### src/verilog/ata_responder_consts.vh
`ifndef ATA_RESPONDER_CONSTS_VH
`define ATA_RESPONDER_CONSTS_VH
// ==========================================================================
// Task-file register addresses.
`define TF_FEATURE       3'h1
`define TF_COUNT         3'h2
`define TF_SECTOR        3'h3
`define TF_CYL_LOW       3'h4
`define TF_CYL_HIGH      3'h5
`define TF_DRIVE_HEAD    3'h6
`define TF_COMMAND       3'h7
// ==========================================================================
// Command codes and health subcodes.
`define CMD_IDENTIFY     8'hec
`define CMD_HEALTH       8'hb0
`define CMD_INIT_PARAMS  8'h91
`define SUB_READ_DATA    8'hd0
`define SUB_READ_THRESH  8'hd1
`define SUB_AUTOSAVE     8'hd2
`define SUB_SAVE_ATTR    8'hd3
`define SUB_OFFLINE_NOW  8'hd4
`define SUB_ENABLE       8'hd8
`define SUB_DISABLE      8'hd9
`define SUB_RET_STATUS   8'hda
// ==========================================================================
// Status answers in the cylinder registers.
`define CYL_LOW_GOOD     8'h4f
`define CYL_HIGH_GOOD    8'hc2
`define CYL_LOW_LOW      8'hf4
`define CYL_HIGH_LOW     8'h2c
// ==========================================================================
// Sector count and head field.
`define COUNT_ZERO       8'h00
`define COUNT_FULL       9'h100
`define HEAD_LSB         0
`define HEAD_MSB         3
// ==========================================================================
// Identify words.
`define ID_W_CONFIG      8'h00
`define ID_W_CYL         8'h01
`define ID_W_HEADS       8'h03
`define ID_W_SPT         8'h06
`define ID_W_TOT_MSW     8'h07
`define ID_W_TOT_LSW     8'h08
`define ID_W_SER_FIRST   8'h0a
`define ID_W_SER_LAST    8'h13
`define ID_W_CHECK       8'h16
`define ID_W_FW_FIRST    8'h17
`define ID_W_FW_LAST     8'h1a
`define ID_W_MOD_FIRST   8'h1b
`define ID_W_MOD_LAST    8'h2e
`define ID_W_MULT_MAX    8'h2f
`define ID_W_CAPS        8'h31
`define ID_W_PIO         8'h33
`define ID_W_VALID       8'h35
`define ID_W_CUR_CYL     8'h36
`define ID_W_CUR_HEADS   8'h37
`define ID_W_CUR_SPT     8'h38
`define ID_W_CAP_LSW     8'h39
`define ID_W_CAP_MSW     8'h3a
`define ID_W_MULT_SET    8'h3b
`define ID_W_LBA_LSW     8'h3c
`define ID_W_LBA_MSW     8'h3d
`define ID_W_DMA         8'h3f
`define ID_W_ADV_PIO     8'h40
`define ID_V_CHECK       16'h0004
`define ID_V_MULT_MAX    16'h8001
`define ID_V_CAPS        16'h0300
`define ID_V_PIO         16'h0200
`define ID_V_VALID       16'h0007
`define ID_V_MULT_SET    16'h0101
`define ID_V_DMA         16'h0007
`define ID_V_ADV_PIO     16'h0003
// ==========================================================================
// Health structure bytes.
`define HB_REV_MSB       9'h000
`define HB_REV_LSB       9'h001
`define HB_OFF_STATUS    9'h16a
`define HB_OFF_TIME_MSB  9'h16c
`define HB_OFF_TIME_LSB  9'h16d
`define HB_OFF_CAP       9'h16f
`define HB_MON_CAP_MSB   9'h170
`define HB_MON_CAP_LSB   9'h171
`define HB_ERR_LOG       9'h172
`define HB_POLL_SHORT    9'h174
`define HB_POLL_EXT      9'h175
`define HB_POLL_CONV     9'h176
`define HB_FW_FIRST      9'h182
`define HB_FW_LAST       9'h18b
`define HB_MU_COUNT      9'h18c
`define HB_MU_BASE       397
`define HB_MU_STRIDE     6
`define HB_REVISION      16'h0001
`define HB_V_OFF_CAP     8'h01
`define HB_V_MON_CAP     16'h0003
`define HB_V_ERR_LOG     8'h01
`define OFF_DONE         8'h02
`define WORD_LAST        8'hff
`endif

### src/verilog/ata_smart_identify_responder.v
`timescale 1ns/1ps
// Function
// - Transfer length 00h means 256 sectors, other values are literal counts.
// - Head number comes from the low four bits of drive/head select.
// - Health subcodes D0h-D4h, D8h, D9h, DAh are decoded to their actions.
// - Return status reports spare capacity below threshold in cylinder registers.
// - All reserved health bytes, including 375 to 385, read as zero.
// - Fixed capability bytes 367, 368-369 never change.
// - Unit count at byte 396, unit index at byte 397 plus six per unit.
// - Unit record holds data, spare and runtime bad counts.
// - Multi-byte health values are sent most significant byte first, except the unit record's second 16-bit count, sent low byte first.
// - Byte 370 reports error logging supported in bit 0, rest zero.
// - Bytes 372-374 give short, extended and conveyance polling minutes.
// - Byte 362 gives offline status, 364-365 total offline time in seconds.
// - Identify words 7 and 8 give total sectors, word 7 high half.
// - Identify words 57 and 58 give current capacity, word 57 low half.
// - Serial, firmware and model strings, big-endian bytes within each word.
// - Word 47 reads 8001h and word 59 reads 0101h.
// - Words 49, 51 and 53 read 0300h, 0200h and 0007h.
// - Word 63 reads 0007h, but zero in memory card mode.
// - Word 64 reads 0003h for advanced PIO modes.
// - Word 22 reads 0004h check bytes for long commands.
// - Words 60 and 61 give total sectors addressable by block address.
// - Words 54, 55, 56 give current cylinders, heads, sectors per track.
`include "ata_responder_consts.vh"

// ==========================================================================
// Word FIFO with a registered output stage.
module word_fifo #(
	parameter WIDTH = 16,
	parameter DEPTH = 16,
	parameter AW    = 4
) (
	input  wire             clk_i,
	input  wire             rst_i,
	input  wire [WIDTH-1:0] in_data_i,
	input  wire             in_valid_i,
	output wire             in_ready_o,
	output reg  [WIDTH-1:0] out_data_o,
	output reg              out_valid_o,
	input  wire             out_ready_i
);
	reg [WIDTH-1:0] mem_reg [0:DEPTH-1];
	reg [AW-1:0]    wr_reg;
	reg [AW-1:0]    rd_reg;
	reg [AW:0]      count_reg;
	wire            push;
	wire            pop;
	wire            load;
	assign in_ready_o = (count_reg != DEPTH[AW:0]);
	assign push       = in_valid_i && in_ready_o;
	assign load       = !out_valid_o || out_ready_i;
	assign pop        = load && (count_reg != {(AW+1){1'b0}});
	always @(posedge clk_i or posedge rst_i) begin
		if (rst_i) begin
			wr_reg      <= {AW{1'b0}};
			rd_reg      <= {AW{1'b0}};
			count_reg   <= {(AW+1){1'b0}};
			out_valid_o <= 1'b0;
			out_data_o  <= {WIDTH{1'b0}};
		end else begin
			if (push) begin
				mem_reg[wr_reg] <= in_data_i;
				wr_reg          <= (wr_reg == DEPTH[AW-1:0] - 1'b1) ? {AW{1'b0}} : wr_reg + 1'b1;
			end
			if (pop) begin
				out_data_o <= mem_reg[rd_reg];
				rd_reg     <= (rd_reg == DEPTH[AW-1:0] - 1'b1) ? {AW{1'b0}} : rd_reg + 1'b1;
			end
			if (load)
				out_valid_o <= pop;
			count_reg <= count_reg + {{AW{1'b0}}, push} - {{AW{1'b0}}, pop};
		end
	end
endmodule // word_fifo

// ==========================================================================
// Command interpreter and data builder.
module ata_smart_identify_responder #(
	parameter         MU_COUNT      = 2,
	parameter         FIFO_DEPTH    = 16,
	parameter         FIFO_AW       = 4,
	parameter [15:0]  GEN_CONFIG    = 16'h5a5a,  // Arbitrary signature value.
	parameter [15:0]  DEF_CYL       = 16'h03d0,
	parameter [15:0]  DEF_HEADS     = 16'h0010,
	parameter [15:0]  DEF_SPT       = 16'h003f,
	parameter [31:0]  TOTAL_SECT    = 32'h000f_0000,
	parameter [159:0] SERIAL_STR    = {20{8'h20}},
	parameter [63:0]  FW_STR        = {8{8'h20}},
	parameter [319:0] MODEL_STR     = {40{8'h20}},
	parameter [79:0]  FW_DATE_STR   = {10{8'h20}},
	parameter [15:0]  OFF_TIME_SEC  = 16'h0000,
	parameter [7:0]   POLL_SHORT    = 8'h01,
	parameter [7:0]   POLL_EXT      = 8'h02,
	parameter [7:0]   POLL_CONV     = 8'h01
) (
	input  wire                 REF_CLK_I,
	input  wire                 RST_I,
	input  wire                 TF_WR_I,
	input  wire [2:0]           TF_ADDR_I,
	input  wire [7:0]           TF_DATA_I,
	input  wire                 MEM_MODE_I,
	input  wire                 SPARE_LOW_I,
	input  wire [MU_COUNT*40-1:0] MU_INFO_I,
	output wire [15:0]          DATA_O,
	output wire                 DATA_VALID_O,
	input  wire                 DATA_READY_I,
	output reg                  BUSY_O,
	output reg                  ERR_O,
	output reg                  ABORT_O,
	output reg                  HEALTH_ON_O,
	output reg  [8:0]           SECTOR_COUNT_O,
	output reg  [3:0]           HEAD_O,
	output reg  [7:0]           START_SECTOR_O,
	output reg  [7:0]           CYL_LOW_O,
	output reg  [7:0]           CYL_HIGH_O
);
	localparam [2:0] ST_IDLE = 3'b001;
	localparam [2:0] ST_ID   = 3'b010;
	localparam [2:0] ST_HLTH = 3'b100;
	localparam [15:0] REV_CODE = `HB_REVISION;
	localparam [15:0] MON_CAP  = `HB_V_MON_CAP;

	reg  [2:0]  state_reg;
	reg  [7:0]  feature_reg;
	reg  [7:0]  transfer_length_reg;
	reg  [7:0]  start_sector_reg;
	reg  [7:0]  drive_head_select_reg;
	reg  [7:0]  offline_status_reg;
	reg  [15:0] cur_heads_reg;
	reg  [15:0] cur_spt_reg;
	reg         thresh_reg;
	reg  [7:0]  widx_reg;
	reg  [7:0]  sum_reg;
	reg         mode_meta_reg;
	reg         mode_sync_reg;
	reg  [15:0] word_next;
	reg  [7:0]  lo_byte;
	reg  [7:0]  hi_byte;
	wire        fifo_ready;
	wire        push;
	wire        cmd_wr;

	// ======================================================================
	// The card mode strap is a pin, so it is synchronised before use.
	always @(posedge REF_CLK_I or posedge RST_I) begin
		if (RST_I) begin
			mode_meta_reg <= 1'b0;
			mode_sync_reg <= 1'b0;
		end else begin
			mode_meta_reg <= MEM_MODE_I;
			mode_sync_reg <= mode_meta_reg;
		end
	end

	// ======================================================================
	// Health structure byte map.
	function [7:0] health_byte;
		input [8:0] a;
		integer n;
		integer base;
		begin
			health_byte = 8'h00;
			case (a)
			`HB_REV_MSB:      health_byte = REV_CODE[15:8];
			`HB_REV_LSB:      health_byte = REV_CODE[7:0];
			`HB_OFF_STATUS:   health_byte = offline_status_reg;
			`HB_OFF_TIME_MSB: health_byte = OFF_TIME_SEC[15:8];
			`HB_OFF_TIME_LSB: health_byte = OFF_TIME_SEC[7:0];
			`HB_OFF_CAP:      health_byte = `HB_V_OFF_CAP;
			`HB_MON_CAP_MSB:  health_byte = MON_CAP[15:8];
			`HB_MON_CAP_LSB:  health_byte = MON_CAP[7:0];
			`HB_ERR_LOG:      health_byte = `HB_V_ERR_LOG;
			`HB_POLL_SHORT:   health_byte = POLL_SHORT;
			`HB_POLL_EXT:     health_byte = POLL_EXT;
			`HB_POLL_CONV:    health_byte = POLL_CONV;
			`HB_MU_COUNT:     health_byte = MU_COUNT[7:0];
			default:          health_byte = 8'h00;
			endcase
			if (a >= `HB_FW_FIRST && a <= `HB_FW_LAST)
				health_byte = FW_DATE_STR[79 - 8 * (a - `HB_FW_FIRST) -: 8];
			for (n = 0; n < MU_COUNT; n = n + 1) begin
				base = `HB_MU_BASE + `HB_MU_STRIDE * n;
				if (a == base)
					health_byte = n[7:0];
				if (a == base + 1)
					health_byte = MU_INFO_I[40*n+8 +: 8];
				if (a == base + 2)
					health_byte = MU_INFO_I[40*n +: 8];
				if (a == base + 3)
					health_byte = MU_INFO_I[40*n+16 +: 8];
				if (a == base + 4)
					health_byte = MU_INFO_I[40*n+24 +: 8];
				if (a == base + 5)
					health_byte = MU_INFO_I[40*n+32 +: 8];
			end
		end
	endfunction

	// ======================================================================
	// Identify word map; words not listed read as zero.
	function [15:0] id_word;
		input [7:0] w;
		begin
			case (w)
			`ID_W_CONFIG:    id_word = GEN_CONFIG;
			`ID_W_CYL:       id_word = DEF_CYL;
			`ID_W_HEADS:     id_word = DEF_HEADS;
			`ID_W_SPT:       id_word = DEF_SPT;
			`ID_W_TOT_MSW:   id_word = TOTAL_SECT[31:16];
			`ID_W_TOT_LSW:   id_word = TOTAL_SECT[15:0];
			`ID_W_CHECK:     id_word = `ID_V_CHECK;
			`ID_W_MULT_MAX:  id_word = `ID_V_MULT_MAX;
			`ID_W_CAPS:      id_word = `ID_V_CAPS;
			`ID_W_PIO:       id_word = `ID_V_PIO;
			`ID_W_VALID:     id_word = `ID_V_VALID;
			`ID_W_CUR_CYL:   id_word = DEF_CYL;
			`ID_W_CUR_HEADS: id_word = cur_heads_reg;
			`ID_W_CUR_SPT:   id_word = cur_spt_reg;
			`ID_W_CAP_LSW:   id_word = TOTAL_SECT[15:0];
			`ID_W_CAP_MSW:   id_word = TOTAL_SECT[31:16];
			`ID_W_MULT_SET:  id_word = `ID_V_MULT_SET;
			`ID_W_LBA_LSW:   id_word = TOTAL_SECT[15:0];
			`ID_W_LBA_MSW:   id_word = TOTAL_SECT[31:16];
			`ID_W_DMA:       id_word = mode_sync_reg ? 16'h0000 : `ID_V_DMA;
			`ID_W_ADV_PIO:   id_word = `ID_V_ADV_PIO;
			default:         id_word = 16'h0000;
			endcase
			// The first character of each pair goes to the high byte.
			if (w >= `ID_W_SER_FIRST && w <= `ID_W_SER_LAST)
				id_word = SERIAL_STR[159 - 16 * (w - `ID_W_SER_FIRST) -: 16];
			if (w >= `ID_W_FW_FIRST && w <= `ID_W_FW_LAST)
				id_word = FW_STR[63 - 16 * (w - `ID_W_FW_FIRST) -: 16];
			if (w >= `ID_W_MOD_FIRST && w <= `ID_W_MOD_LAST)
				id_word = MODEL_STR[319 - 16 * (w - `ID_W_MOD_FIRST) -: 16];
		end
	endfunction

	// ======================================================================
	// Word builder; threshold data is all zero, so its checksum byte is zero as well.
	always @* begin
		lo_byte = 8'h00;
		hi_byte = 8'h00;
		if (!thresh_reg) begin
			lo_byte = health_byte({widx_reg, 1'b0});
			hi_byte = health_byte({widx_reg, 1'b1});
		end
		if (widx_reg == `WORD_LAST)
			hi_byte = 8'h00 - sum_reg - lo_byte;
		if (state_reg == ST_ID)
			word_next = id_word(widx_reg);
		else
			word_next = {hi_byte, lo_byte};
	end

	assign push   = (state_reg != ST_IDLE) && fifo_ready;
	assign cmd_wr = TF_WR_I && (TF_ADDR_I == `TF_COMMAND);

	// ======================================================================
	// Task file and command sequencing.
	always @(posedge REF_CLK_I or posedge RST_I) begin
		if (RST_I) begin
			state_reg             <= ST_IDLE;
			feature_reg           <= 8'h00;
			transfer_length_reg   <= 8'h01;
			start_sector_reg      <= 8'h01;
			drive_head_select_reg <= 8'h00;
			offline_status_reg    <= 8'h00;
			cur_heads_reg         <= DEF_HEADS;
			cur_spt_reg           <= DEF_SPT;
			thresh_reg            <= 1'b0;
			widx_reg              <= 8'h00;
			sum_reg               <= 8'h00;
			BUSY_O                <= 1'b0;
			ERR_O                 <= 1'b0;
			ABORT_O               <= 1'b0;
			HEALTH_ON_O           <= 1'b1;
			SECTOR_COUNT_O        <= 9'h001;
			HEAD_O                <= 4'h0;
			START_SECTOR_O        <= 8'h01;
			CYL_LOW_O             <= 8'h00;
			CYL_HIGH_O            <= 8'h00;
		end else begin
			// Writes while busy are dropped; the host waits for busy low.
			if (TF_WR_I && !BUSY_O) begin
				case (TF_ADDR_I)
				`TF_FEATURE:    feature_reg <= TF_DATA_I;
				`TF_COUNT: begin
					transfer_length_reg <= TF_DATA_I;
					SECTOR_COUNT_O <= (TF_DATA_I == `COUNT_ZERO) ? `COUNT_FULL
						: {1'b0, TF_DATA_I};
				end
				`TF_SECTOR: begin
					start_sector_reg <= TF_DATA_I;
					START_SECTOR_O   <= TF_DATA_I;
				end
				`TF_CYL_LOW:    CYL_LOW_O <= TF_DATA_I;
				`TF_CYL_HIGH:   CYL_HIGH_O <= TF_DATA_I;
				`TF_DRIVE_HEAD: begin
					drive_head_select_reg <= TF_DATA_I;
					HEAD_O <= TF_DATA_I[`HEAD_MSB:`HEAD_LSB];
				end
				default: ;
				endcase
			end
			// Parameters already sit in the task file when the code arrives.
			if (cmd_wr && !BUSY_O) begin
				ERR_O   <= 1'b0;
				ABORT_O <= 1'b0;
				widx_reg <= 8'h00;
				sum_reg  <= 8'h00;
				if (TF_DATA_I == `CMD_IDENTIFY) begin
					state_reg <= ST_ID;
					BUSY_O    <= 1'b1;
				end else if (TF_DATA_I == `CMD_INIT_PARAMS) begin
					cur_heads_reg <= {12'h000, drive_head_select_reg[`HEAD_MSB:`HEAD_LSB]}
						+ 16'h0001;
					cur_spt_reg   <= {8'h00, transfer_length_reg};
				end else if (TF_DATA_I == `CMD_HEALTH) begin
					case (feature_reg)
					`SUB_READ_DATA, `SUB_READ_THRESH: begin
						if (HEALTH_ON_O) begin
							state_reg  <= ST_HLTH;
							BUSY_O     <= 1'b1;
							thresh_reg <= (feature_reg == `SUB_READ_THRESH);
						end else begin
							ERR_O   <= 1'b1;
							ABORT_O <= 1'b1;
						end
					end
					`SUB_AUTOSAVE, `SUB_SAVE_ATTR: begin
						ERR_O   <= !HEALTH_ON_O;
						ABORT_O <= !HEALTH_ON_O;
					end
					`SUB_OFFLINE_NOW: begin
						if (HEALTH_ON_O)
							offline_status_reg <= `OFF_DONE;
						ERR_O   <= !HEALTH_ON_O;
						ABORT_O <= !HEALTH_ON_O;
					end
					`SUB_ENABLE:  HEALTH_ON_O <= 1'b1;
					`SUB_DISABLE: HEALTH_ON_O <= 1'b0;
					`SUB_RET_STATUS: begin
						if (HEALTH_ON_O) begin
							CYL_LOW_O  <= SPARE_LOW_I ? `CYL_LOW_LOW : `CYL_LOW_GOOD;
							CYL_HIGH_O <= SPARE_LOW_I ? `CYL_HIGH_LOW : `CYL_HIGH_GOOD;
						end
						ERR_O   <= !HEALTH_ON_O;
						ABORT_O <= !HEALTH_ON_O;
					end
					default: begin
						ERR_O   <= 1'b1;
						ABORT_O <= 1'b1;
					end
					endcase
				end
			end
			// Busy drops with the last push, while the FIFO may still hold words.
			if (push) begin
				widx_reg <= widx_reg + 8'h01;
				sum_reg  <= sum_reg + word_next[7:0] + word_next[15:8];
				if (widx_reg == `WORD_LAST) begin
					state_reg <= ST_IDLE;
					BUSY_O    <= 1'b0;
				end
			end
		end
	end

	word_fifo #(
		.WIDTH (16),
		.DEPTH (FIFO_DEPTH),
		.AW    (FIFO_AW)
	) u_fifo (
		.clk_i       (REF_CLK_I),
		.rst_i       (RST_I),
		.in_data_i   (word_next),
		.in_valid_i  (state_reg != ST_IDLE),
		.in_ready_o  (fifo_ready),
		.out_data_o  (DATA_O),
		.out_valid_o (DATA_VALID_O),
		.out_ready_i (DATA_READY_I)
	);
endmodule // ata_smart_identify_responder
### config.mk
export PLATFORM = sky130hd
export DESIGN_NAME = ata_smart_identify_responder
export DESIGN_NICKNAME = d
export VERILOG_FILES = /design/src/verilog/ata_smart_identify_responder.v
export VERILOG_INCLUDE_DIRS = /design/src /design/src/verilog
export SDC_FILE = /design/constraint.sdc
export NUM_CORES = 1
export LEC_CHECK = 0
export ABC_AREA = 1
export BUFFER_PORTS_ARGS = -buffer_cell sky130_fd_sc_hd__clkbuf_2
export CAP_MARGIN = 5
export CORE_MARGIN = 2
export CORE_UTILIZATION = 45
export CTS_CLUSTER_SIZE = 25
export DETAILED_ROUTE_END_ITERATION = 12
export GPL_TIMING_DRIVEN = 0
export HOLD_SLACK_MARGIN = 0.03
export PLACE_DENSITY_LB_ADDON = 0.05
export SYNTH_ARGS = -nofsm -noshare
export SYNTH_HDL_FRONTEND = slang
export SYNTH_SLANG_ARGS = --single-unit
### constraint.sdc
create_clock -name REF_CLK_I -period 10.35 [get_ports REF_CLK_I]
set_input_delay 0 -clock REF_CLK_I [delete_from_list [all_inputs] [get_ports REF_CLK_I]]
set_output_delay 0 -clock REF_CLK_I [all_outputs]
set_load 0.03 [all_outputs]
==> results list, run 1 <==
- Status: finished, final reports clean
* CP Launch Point: widx_reg[0]
* Overflow left after global routing: 0
- Clock insertion delay at the later pin of the skew report: 0.57 ns
- Final worst clock skew: 0.0124 ns
* Synth-to-Final Area Change: 18.3%
- In the layout the commonest cells are 309 x nand2_1, 256 x edfxtp_1, 224 x o21ai_0.
- Cell internal power was estimated by the tool at 2.92 mW.
- For the pin with the worst max-slew slack, the measured transition is 1.08 ns.
- Setup repair after global routing left no endpoint under its margin.
* HPWL Detailed: 38.6 mm
- Floorplan Core Area: 39700 um2
- The register with the most flip-flops in the layout has 256 of them.
* Number of antenna violations at the first check in global routing: 0
- Post-Layout Inst Area: 21400 um2
* Slew HR: 0.275
- Of the total synthesized cell area, the portion taken by full adders, half adders and majority gates is 0.0415.
- The endpoint identified for the worst register-to-register timing path is sum_reg[7].
- Die height: 205 um
- For this run, the total global-route usage over all layers was measured as 0.264.
- Clk buf depth: 3
- The number of global-route vias before repair was 14004.
* CTS Buf Count: 41
* Number of enable-type register cells in the synthesized netlist: 256
* GPL Wtd Cong: 0.942
- The share of total power dissipated in combinational logic is 0.303.
* DRC errors left: 0
* Register clock-pin slew on the reported worst setup and hold paths: 0.06 ns
- CP Data Arrival Time: 7.18 ns
- Buffers added on ports: 154
- For the worst flop-to-flop path, the logic depth is 33.
* Setup Crit Path Kind: reg -> reg
* Slew Limit Fails: 0
* Worst Hold Launch: MEM_MODE_I
- In this run the worst path has a maximum fanout of 17.
- The path class of the tightest hold or removal check is in -> reg.
* Avg Synthesized Cell Area: 10.0 um2
* Fin nets: 2195
* Number of synthesis warnings: 0
* Placed cell area: 19900 um2
- VDD sags by at most 0.000122 V.
- After synthesis, the netlist uses 60 different library cells.
* Post-CTS setup repair buffer count: 0
* Compound-Gate Fraction of Synth Area: 0.135
- For this run, the slowest stage of the critical path takes 0.73 ns.
- Critical path data required time: 10.80 ns
- Of the total synthesized cell area, the portion taken by AND, OR, NAND and NOR gates is 0.157.
- Counting stages on the worst path, the most repeated cell is nand2_1.
- Worst-path cell with the longest stage delay: nand2_1
- Cells after synthesis: 1805
- Area share of xor/xnor cells in the synthesized design: 0.0154
- Post-route core utilization: 0.539
- The number of nets handed over by synthesis was 1956.
* Largest family of logic cells by synthesized area: simple AND/OR/NAND/NOR gates
- Final critical-path required period: 6.73 ns
- Max-cap violations: 0
- The floorplan has 73 rows.
- Most common library cell in the layout ignoring fill and taps: nand2_1
- Switching part of the total: 0.366
- Finish-stage setup viols: 0
- LEAKAGE: 8.93 nW
- Entering global routing, the biggest net connects 92 pins.
- The final-report hold violation count came to 0.
- Vias per Instance: 5.49
- Worst reg2reg startpoint: widx_reg[0]
- Crit share post-route: 0.650
- The most used flip-flop cell after synthesis is edfxtp_1.
* Seq/Total Area, Yosys: 0.594
- The detail route stage leaves a number of antenna-violating nets equal to 0.
* Filler cells: 3626
- The routed layout has 14262 vias.
* Count of inserted antenna diode cells: 0
- Post-CTS resize count: 0
- The mapped netlist covers 18100 um2.
* Endpoint class of the critical path: register
- Leaving out filler cells and counting taps, the final layout contains 2600.
- Number of storage elements in the synthesis netlist: 378
- After synthesis, the share of flip-flops with an asynchronous set or reset is 0.323.
- The number of placed instances, taps included, is 2503.
- TritonCTS built the clock tree.
* Total clock sinks: 378
* Aggregate routed wire length: 54.3 mm
- The floorplan step defined a die boundary enclosing 41800 um2.
- Number of design-rule violations left by the first detailed-router iteration: 1160
- Global-route wire length before repair: 82.8 mm
- H-tree level count: 2
- Io pins: 155
- Setup crit start kind: register
- Multiplexer fraction of the synthesized cell area: 0.00221
- For this design, the CTS-stage hold fixing added 23 buffers.
- Reg power frac: 0.388
* P_sw: 1.68 mW
* Reg-to-reg setup timing slack: 3.62 ns
- Adding up every negative setup slack in the final design gives 0 ns.
- Clock tree synthesis selected as its root buffer the cell clkbuf_16.
- The share of total power dissipated in the clock network is 0.309.
- The most critical setup path has its endpoint at sum_reg[7].
* Wire length per cell after detailed routing: 20.9 um
* Effective utilization at floorplan: 0.456
* Pwr Total: 4.60 mW
- The floorplan step set the die width to 205 um.
- Static timing analysis puts the maximum clock frequency at 149 MHz.
- Of the cells placed in the final design, the portion with a size suffix greater than 1 is 0.157.
* DR pass1 iterations: 5
* Power per Cell Area: 215 nW/um2
[cells in the mapped netlist (all sizes together), types with 7 or more instances]
master / number / area share
nand2: 321 / 0.070
edfxtp: 256 / 0.42
nor2: 242 / 0.053
o21ai: 242 / 0.067
inv: 156 / 0.033
dfrtp: 110 / 0.15
nand3: 74 / 0.020
clkbuf: 64 / 0.013
o22ai: 55 / 0.019
ha: 44 / 0.030
a21oi: 32 / 0.0088
o221ai: 25 / 0.012
xor2: 22 / 0.011
o211ai: 19 / 0.0084
nor3: 18 / 0.0050
buf: 17 / 0.0065
a41oi: 16 / 0.0077
dfstp: 12 / 0.017
nand4: 11 / 0.0041
fa: 10 / 0.011
xnor2: 9 / 0.0044
a31oi: 7 / 0.0024
nor4: 7 / 0.0024
[power groups by stage]
stage / Sequential, mW / Clock [mW] / Combinational (mW)
after floorplan: 1.91 / 0 / 0.758
after global placement: 1.81 / 0 / 1.37
after detailed placement: 1.81 / 0 / 1.38
after CTS: 1.78 / 1.45 / 1.40
after global routing: 1.79 / 1.50 / 1.53
final: 1.78 / 1.42 / 1.39
[metal layers]
layer | share of wire | vias to the layer above | GRT usage
li1 | - | 6772 | -
met1 | 0.43 | 6893 | 0.354
met2 | 0.48 | 512 | 0.437
met3 | 0.064 | 85 | 0.0444
met4 | 0.030 | 0 | 0.0857
met5 | 0 | - | 0
[layout make-up]
class,count,area (um2),area share
plain buffers,81,358,0.0167
clock buffers,58,1150,0.0537
clock inverters,16,135,0.00631
inverters,161,623,0.0291
multi-input cells,1185,6460,0.302
flip-flops and latches,378,10800,0.502
well taps,525,657,0.0307
repair buffers,196,1280,0.0596
[kinds of logic (layout without fill, tap and decap cells)]
kind of cell / Yosys count / in the layout
AO/OA/AOI/OAI: 417 / 417
AND/OR/NAND/NOR: 679 / 679
buffers and inverters: 242 / 512
adder cells (fa/ha/maj): 54 / 54
flip-flops: 378 / 378
XOR/XNOR: 31 / 31
multiplexers: 4 / 4
[how the worst min path moves through the flow]
| stage | to | slack [ns] | cells after the start |
|---|---|---|---|
| after floorplan | mode_meta_reg | 0.03 | 0 |
| after global placement | mode_meta_reg | 0.11 | 1 |
| after detailed placement | mode_meta_reg | 0.12 | 1 |
| after CTS | mode_meta_reg | 0.06 | 2 |
| after global routing | mode_meta_reg | 0.07 | 2 |
| final | mode_meta_reg | 0.08 | 2 |
[critical path, delay by kind of cell, from the launching register on]
family	cells	cell delay, ns
xor gates and xnor gates	2	0.38
and+or+nand+nor	15	2.12
AOI/OAI and AO/OA	6	0.97
DFF	1	0.58
buffers and inverters	5	0.50
adders and majority gates	5	2.06
[per-stage QoR]
step                      hold slack (ns)  setup WS (ns)
final                              0.0832           3.62
after global routing               0.0671           3.20
after CTS                          0.0569           3.70
after detailed placement            0.116           3.73
after global placement              0.111           3.12
after floorplan                    0.0314           4.89
(Power assumes the default switching activity.)
==> inputs of run 2 (changes only) <==
==> constraint.sdc (replaced) <==
create_clock -name REF_CLK_I -period 5.9 [get_ports REF_CLK_I]
set_input_delay 0 -clock REF_CLK_I [delete_from_list [all_inputs] [get_ports REF_CLK_I]]
set_output_delay 0 -clock REF_CLK_I [all_outputs]
set_load 0.03 [all_outputs]
==> run 2 against run 1 <==
Final cell count increased by 0.77%; first-iteration DRC count grew 1.8%; highest routed layer unchanged; maximum frequency is 20% higher; routed wire length up 0.94%; critical path type unchanged; non-clock buffer count up 20; critical endpoint unchanged; via count rose by 0.54%; sequential share of layout area shrank 0.70 points; cell area rose by 1.4%.
==> results list, run 2 (same netlist as run 1, synthesis figures left out) <==
- Worst-path cell with the longest stage delay: fa_1
* Wire length per cell after detailed routing: 20.9 um (+0.17%)
- The number of search-and-repair iterations in the first detailed-routing pass is 6 (+1).
* Hold Worst Slack: 0.0804 ns (-0.00275 ns)
- By instance count, the cell type seen most on the critical path is nand2_1.
- The area of the multi-input gates came to 6600 um2 (+2.2%).
- Overflow left after global routing: 0 (unchanged)
- Endpoint class of the critical path: register
* Flip-flop count of the largest register after layout: 256 (unchanged)
- The path class of the tightest hold or removal check is in -> reg.
- Via total after detailed routing: 14339 (+0.54%)
- The time the worst path needs with I/O delays and setup was 5.61 ns (-1.12 ns).
* CTS Buf Count: 41 (unchanged)
- LEAKAGE: 9.07 nW (+1.6%)
- The number of buffers on the longest clock path was 3 (unchanged).
* Status: finished, final reports clean
- Maximum number of pins on one net before global-route repair: 92 (unchanged)
- Count of inserted antenna diode cells: 0 (unchanged)
- Effective utilization at floorplan: 0.456 (unchanged)
* Clock tree from TritonCTS: built
- Die height: 205 um (unchanged)
- PnR worst setup slack: 0.290 ns (-3.33 ns)
- Fin nets: 2215 (+0.91%)
* Largest voltage drop on the vdd net: 0.000216 V (+76%)
- Flip-flop and latch area: 10800 um2 (about the same)
* Setup tns final: 0 ns (unchanged)
- Max-cap violations: 0 (unchanged)
- The number of global-route vias before repair was 14024 (+0.14%).
* Slew Limit Fails: 0 (unchanged)
- The total wirelength of the detailed-routed design came to 54.8 mm (+0.94%).
* DIE AREA: 41800 um2 (unchanged)
- On the critical path the largest part of the delay comes from adder cells.
* Cell Rows: 73 (unchanged)
- The final-report hold violation count was 0 (unchanged).
- Most common library cell in the layout ignoring fill and taps: nand2_1
* Proportion of power drawn by combinational gates: 0.305 (+0.002)
- H-tree level count: 2 (unchanged)
- Buffers added on ports: 154 (unchanged)
- The violation count after the first detailed-routing iteration came to 1181 (+1.8%).
- DRC errors left: 0 (unchanged)
- The critical path arrival came to 6.07 ns (-1.11 ns).
- Io pins: 155 (unchanged)
- Critical path's largest stage delay: 0.52 ns (-0.21 ns)
* Slew at the pin closest to its max-slew limit: 1.20 ns (+0.121 ns)
- The via count normalized by instance count was 5.47 (-0.23%).
- The final clock period utilization by the worst path was 0.951 (+0.301).
- Reg power frac: 0.387 (about the same)
- The number of clock sinks is 378 (unchanged).
* Clock insertion delay at the later pin of the skew report: 0.57 ns (about the same)
- The total internal power was 5.13 mW (+76%).
- Register clock-pin slew on the reported worst setup and hold paths: 0.06 ns (about the same)
- Worst Path Buf+Inv: 8 (+3)
- Slew HR: 0.193 (-0.0813)
* HPWL Detailed: 38.6 mm (unchanged)
* Highest net fanout along the worst path: 6 (-11)
* Reg-to-reg setup timing slack: 0.29 ns (-3.33 ns)
- Number of antenna violations at the first check in global routing: 1 (+1)
- Setup crit start kind: register
- The critical path in this run is classified as reg -> reg.
* Highest-count cells in the layout ignoring fill and taps: 305 x nand2_1, 256 x edfxtp_1, 222 x o21ai_0
* Max Fclk: 178 MHz (+20%)
- P_sw: 2.96 mW (+76%)
- Floorplan Core Area: 39700 um2 (unchanged)
* Final worst clock skew: 0.0149 ns (+0.00256 ns)
- Power per Cell Area: 372 nW/um2 (+73%)
- Synth-to-Final Area Change: 20.0%
* Global-route wire length before repair: 83.0 mm (+0.25%)
- The overall fraction of global-route tracks in use is 0.265 (+0.000834).
- The switching share of total power came to 0.366 (+0.000518).
- The number of nets still failing antenna checks after routing was 0 (unchanged).
- The share of layout cells above drive strength 1 came to 0.173 (+0.0166).
* Post-route core utilization: 0.547 (+0.00775)
- Die X: 205 um (unchanged)
- The clock network fraction of design power was 0.308 (about the same).
- Finish-stage setup viols: 0 (unchanged)
- The required arrival time at the worst endpoint was 6.36 ns (-4.44 ns).
* Post-Place Worst Slack: -0.717 ns (-4.45 ns)
- The final weighted congestion in routability-driven placement was 0.942 (unchanged).
- The total of fill cells in the finished design is 3605 (-0.58%).
* Root cell of the clock tree: clkbuf_16
run 2: routing by layer:
layer,part of all wire,track usage
met5,0,0
met4,0.031,0.0877
met3,0.062,0.0455
met2,0.48,0.440
met1,0.43,0.353
run 2: through the flow:
step,instance area (um2),power [mW],instances
final,21700,8.09,2620
after global routing,21700,8.49,2620
after CTS,21500,8.13,2604
after detailed placement,19900,5.61,2503
after global placement,19500,5.57,2484
after floorplan,18100,4.68,1805
run 2: power groups by stage:
stage                     logic [mW]  registers, mW  clock network (mW)
after global routing            2.71           3.15                2.63
after CTS                       2.46           3.13                2.54
after floorplan                 1.33           3.35                   0
final                           2.47           3.13                2.49
after detailed placement        2.43           3.18                   0
after global placement          2.40           3.18                   0
run 2: path summary, 6_finish.rpt:
kind / start / end / depth (start not counted)
worst max-delay path: widx_reg[0] / sum_reg[7] / 37
worst min-delay path: MEM_MODE_I / mode_meta_reg / 2
worst max register to register: widx_reg[0] / sum_reg[7] / 37
worst min register to register: mode_meta_reg / mode_sync_reg / 0
max in group asynchronous: RST_I / cur_spt_reg[4] / 4
min in group asynchronous: RST_I / u_fifo.count_reg[2] / 3
run 2: cell type report:
class                           instances  share of cell area
Buffer                                 81              0.0168
Tap cell                              525              0.0302
Inverter                              161              0.0290
Clock inverter                         16             0.00622
Sequential cell                       378               0.495
Multi-Input combinational cell       1185               0.304
Timing Repair Buffer                  216              0.0657
Clock buffer                           58              0.0530
run 2: timing repair:
| action | in CTS | in global routing |
|---|---|---|
| hold endpoints to repair | 174 | 0 |
| gates cloned | 0 | 1 |
| gates resized for setup | 11 | 26 |
| hold buffers | 23 | 0 |
| setup endpoints to repair | 4 | 1 |
| pin swaps | 4 | 9 |
| buffers inserted | 4 | 15 |
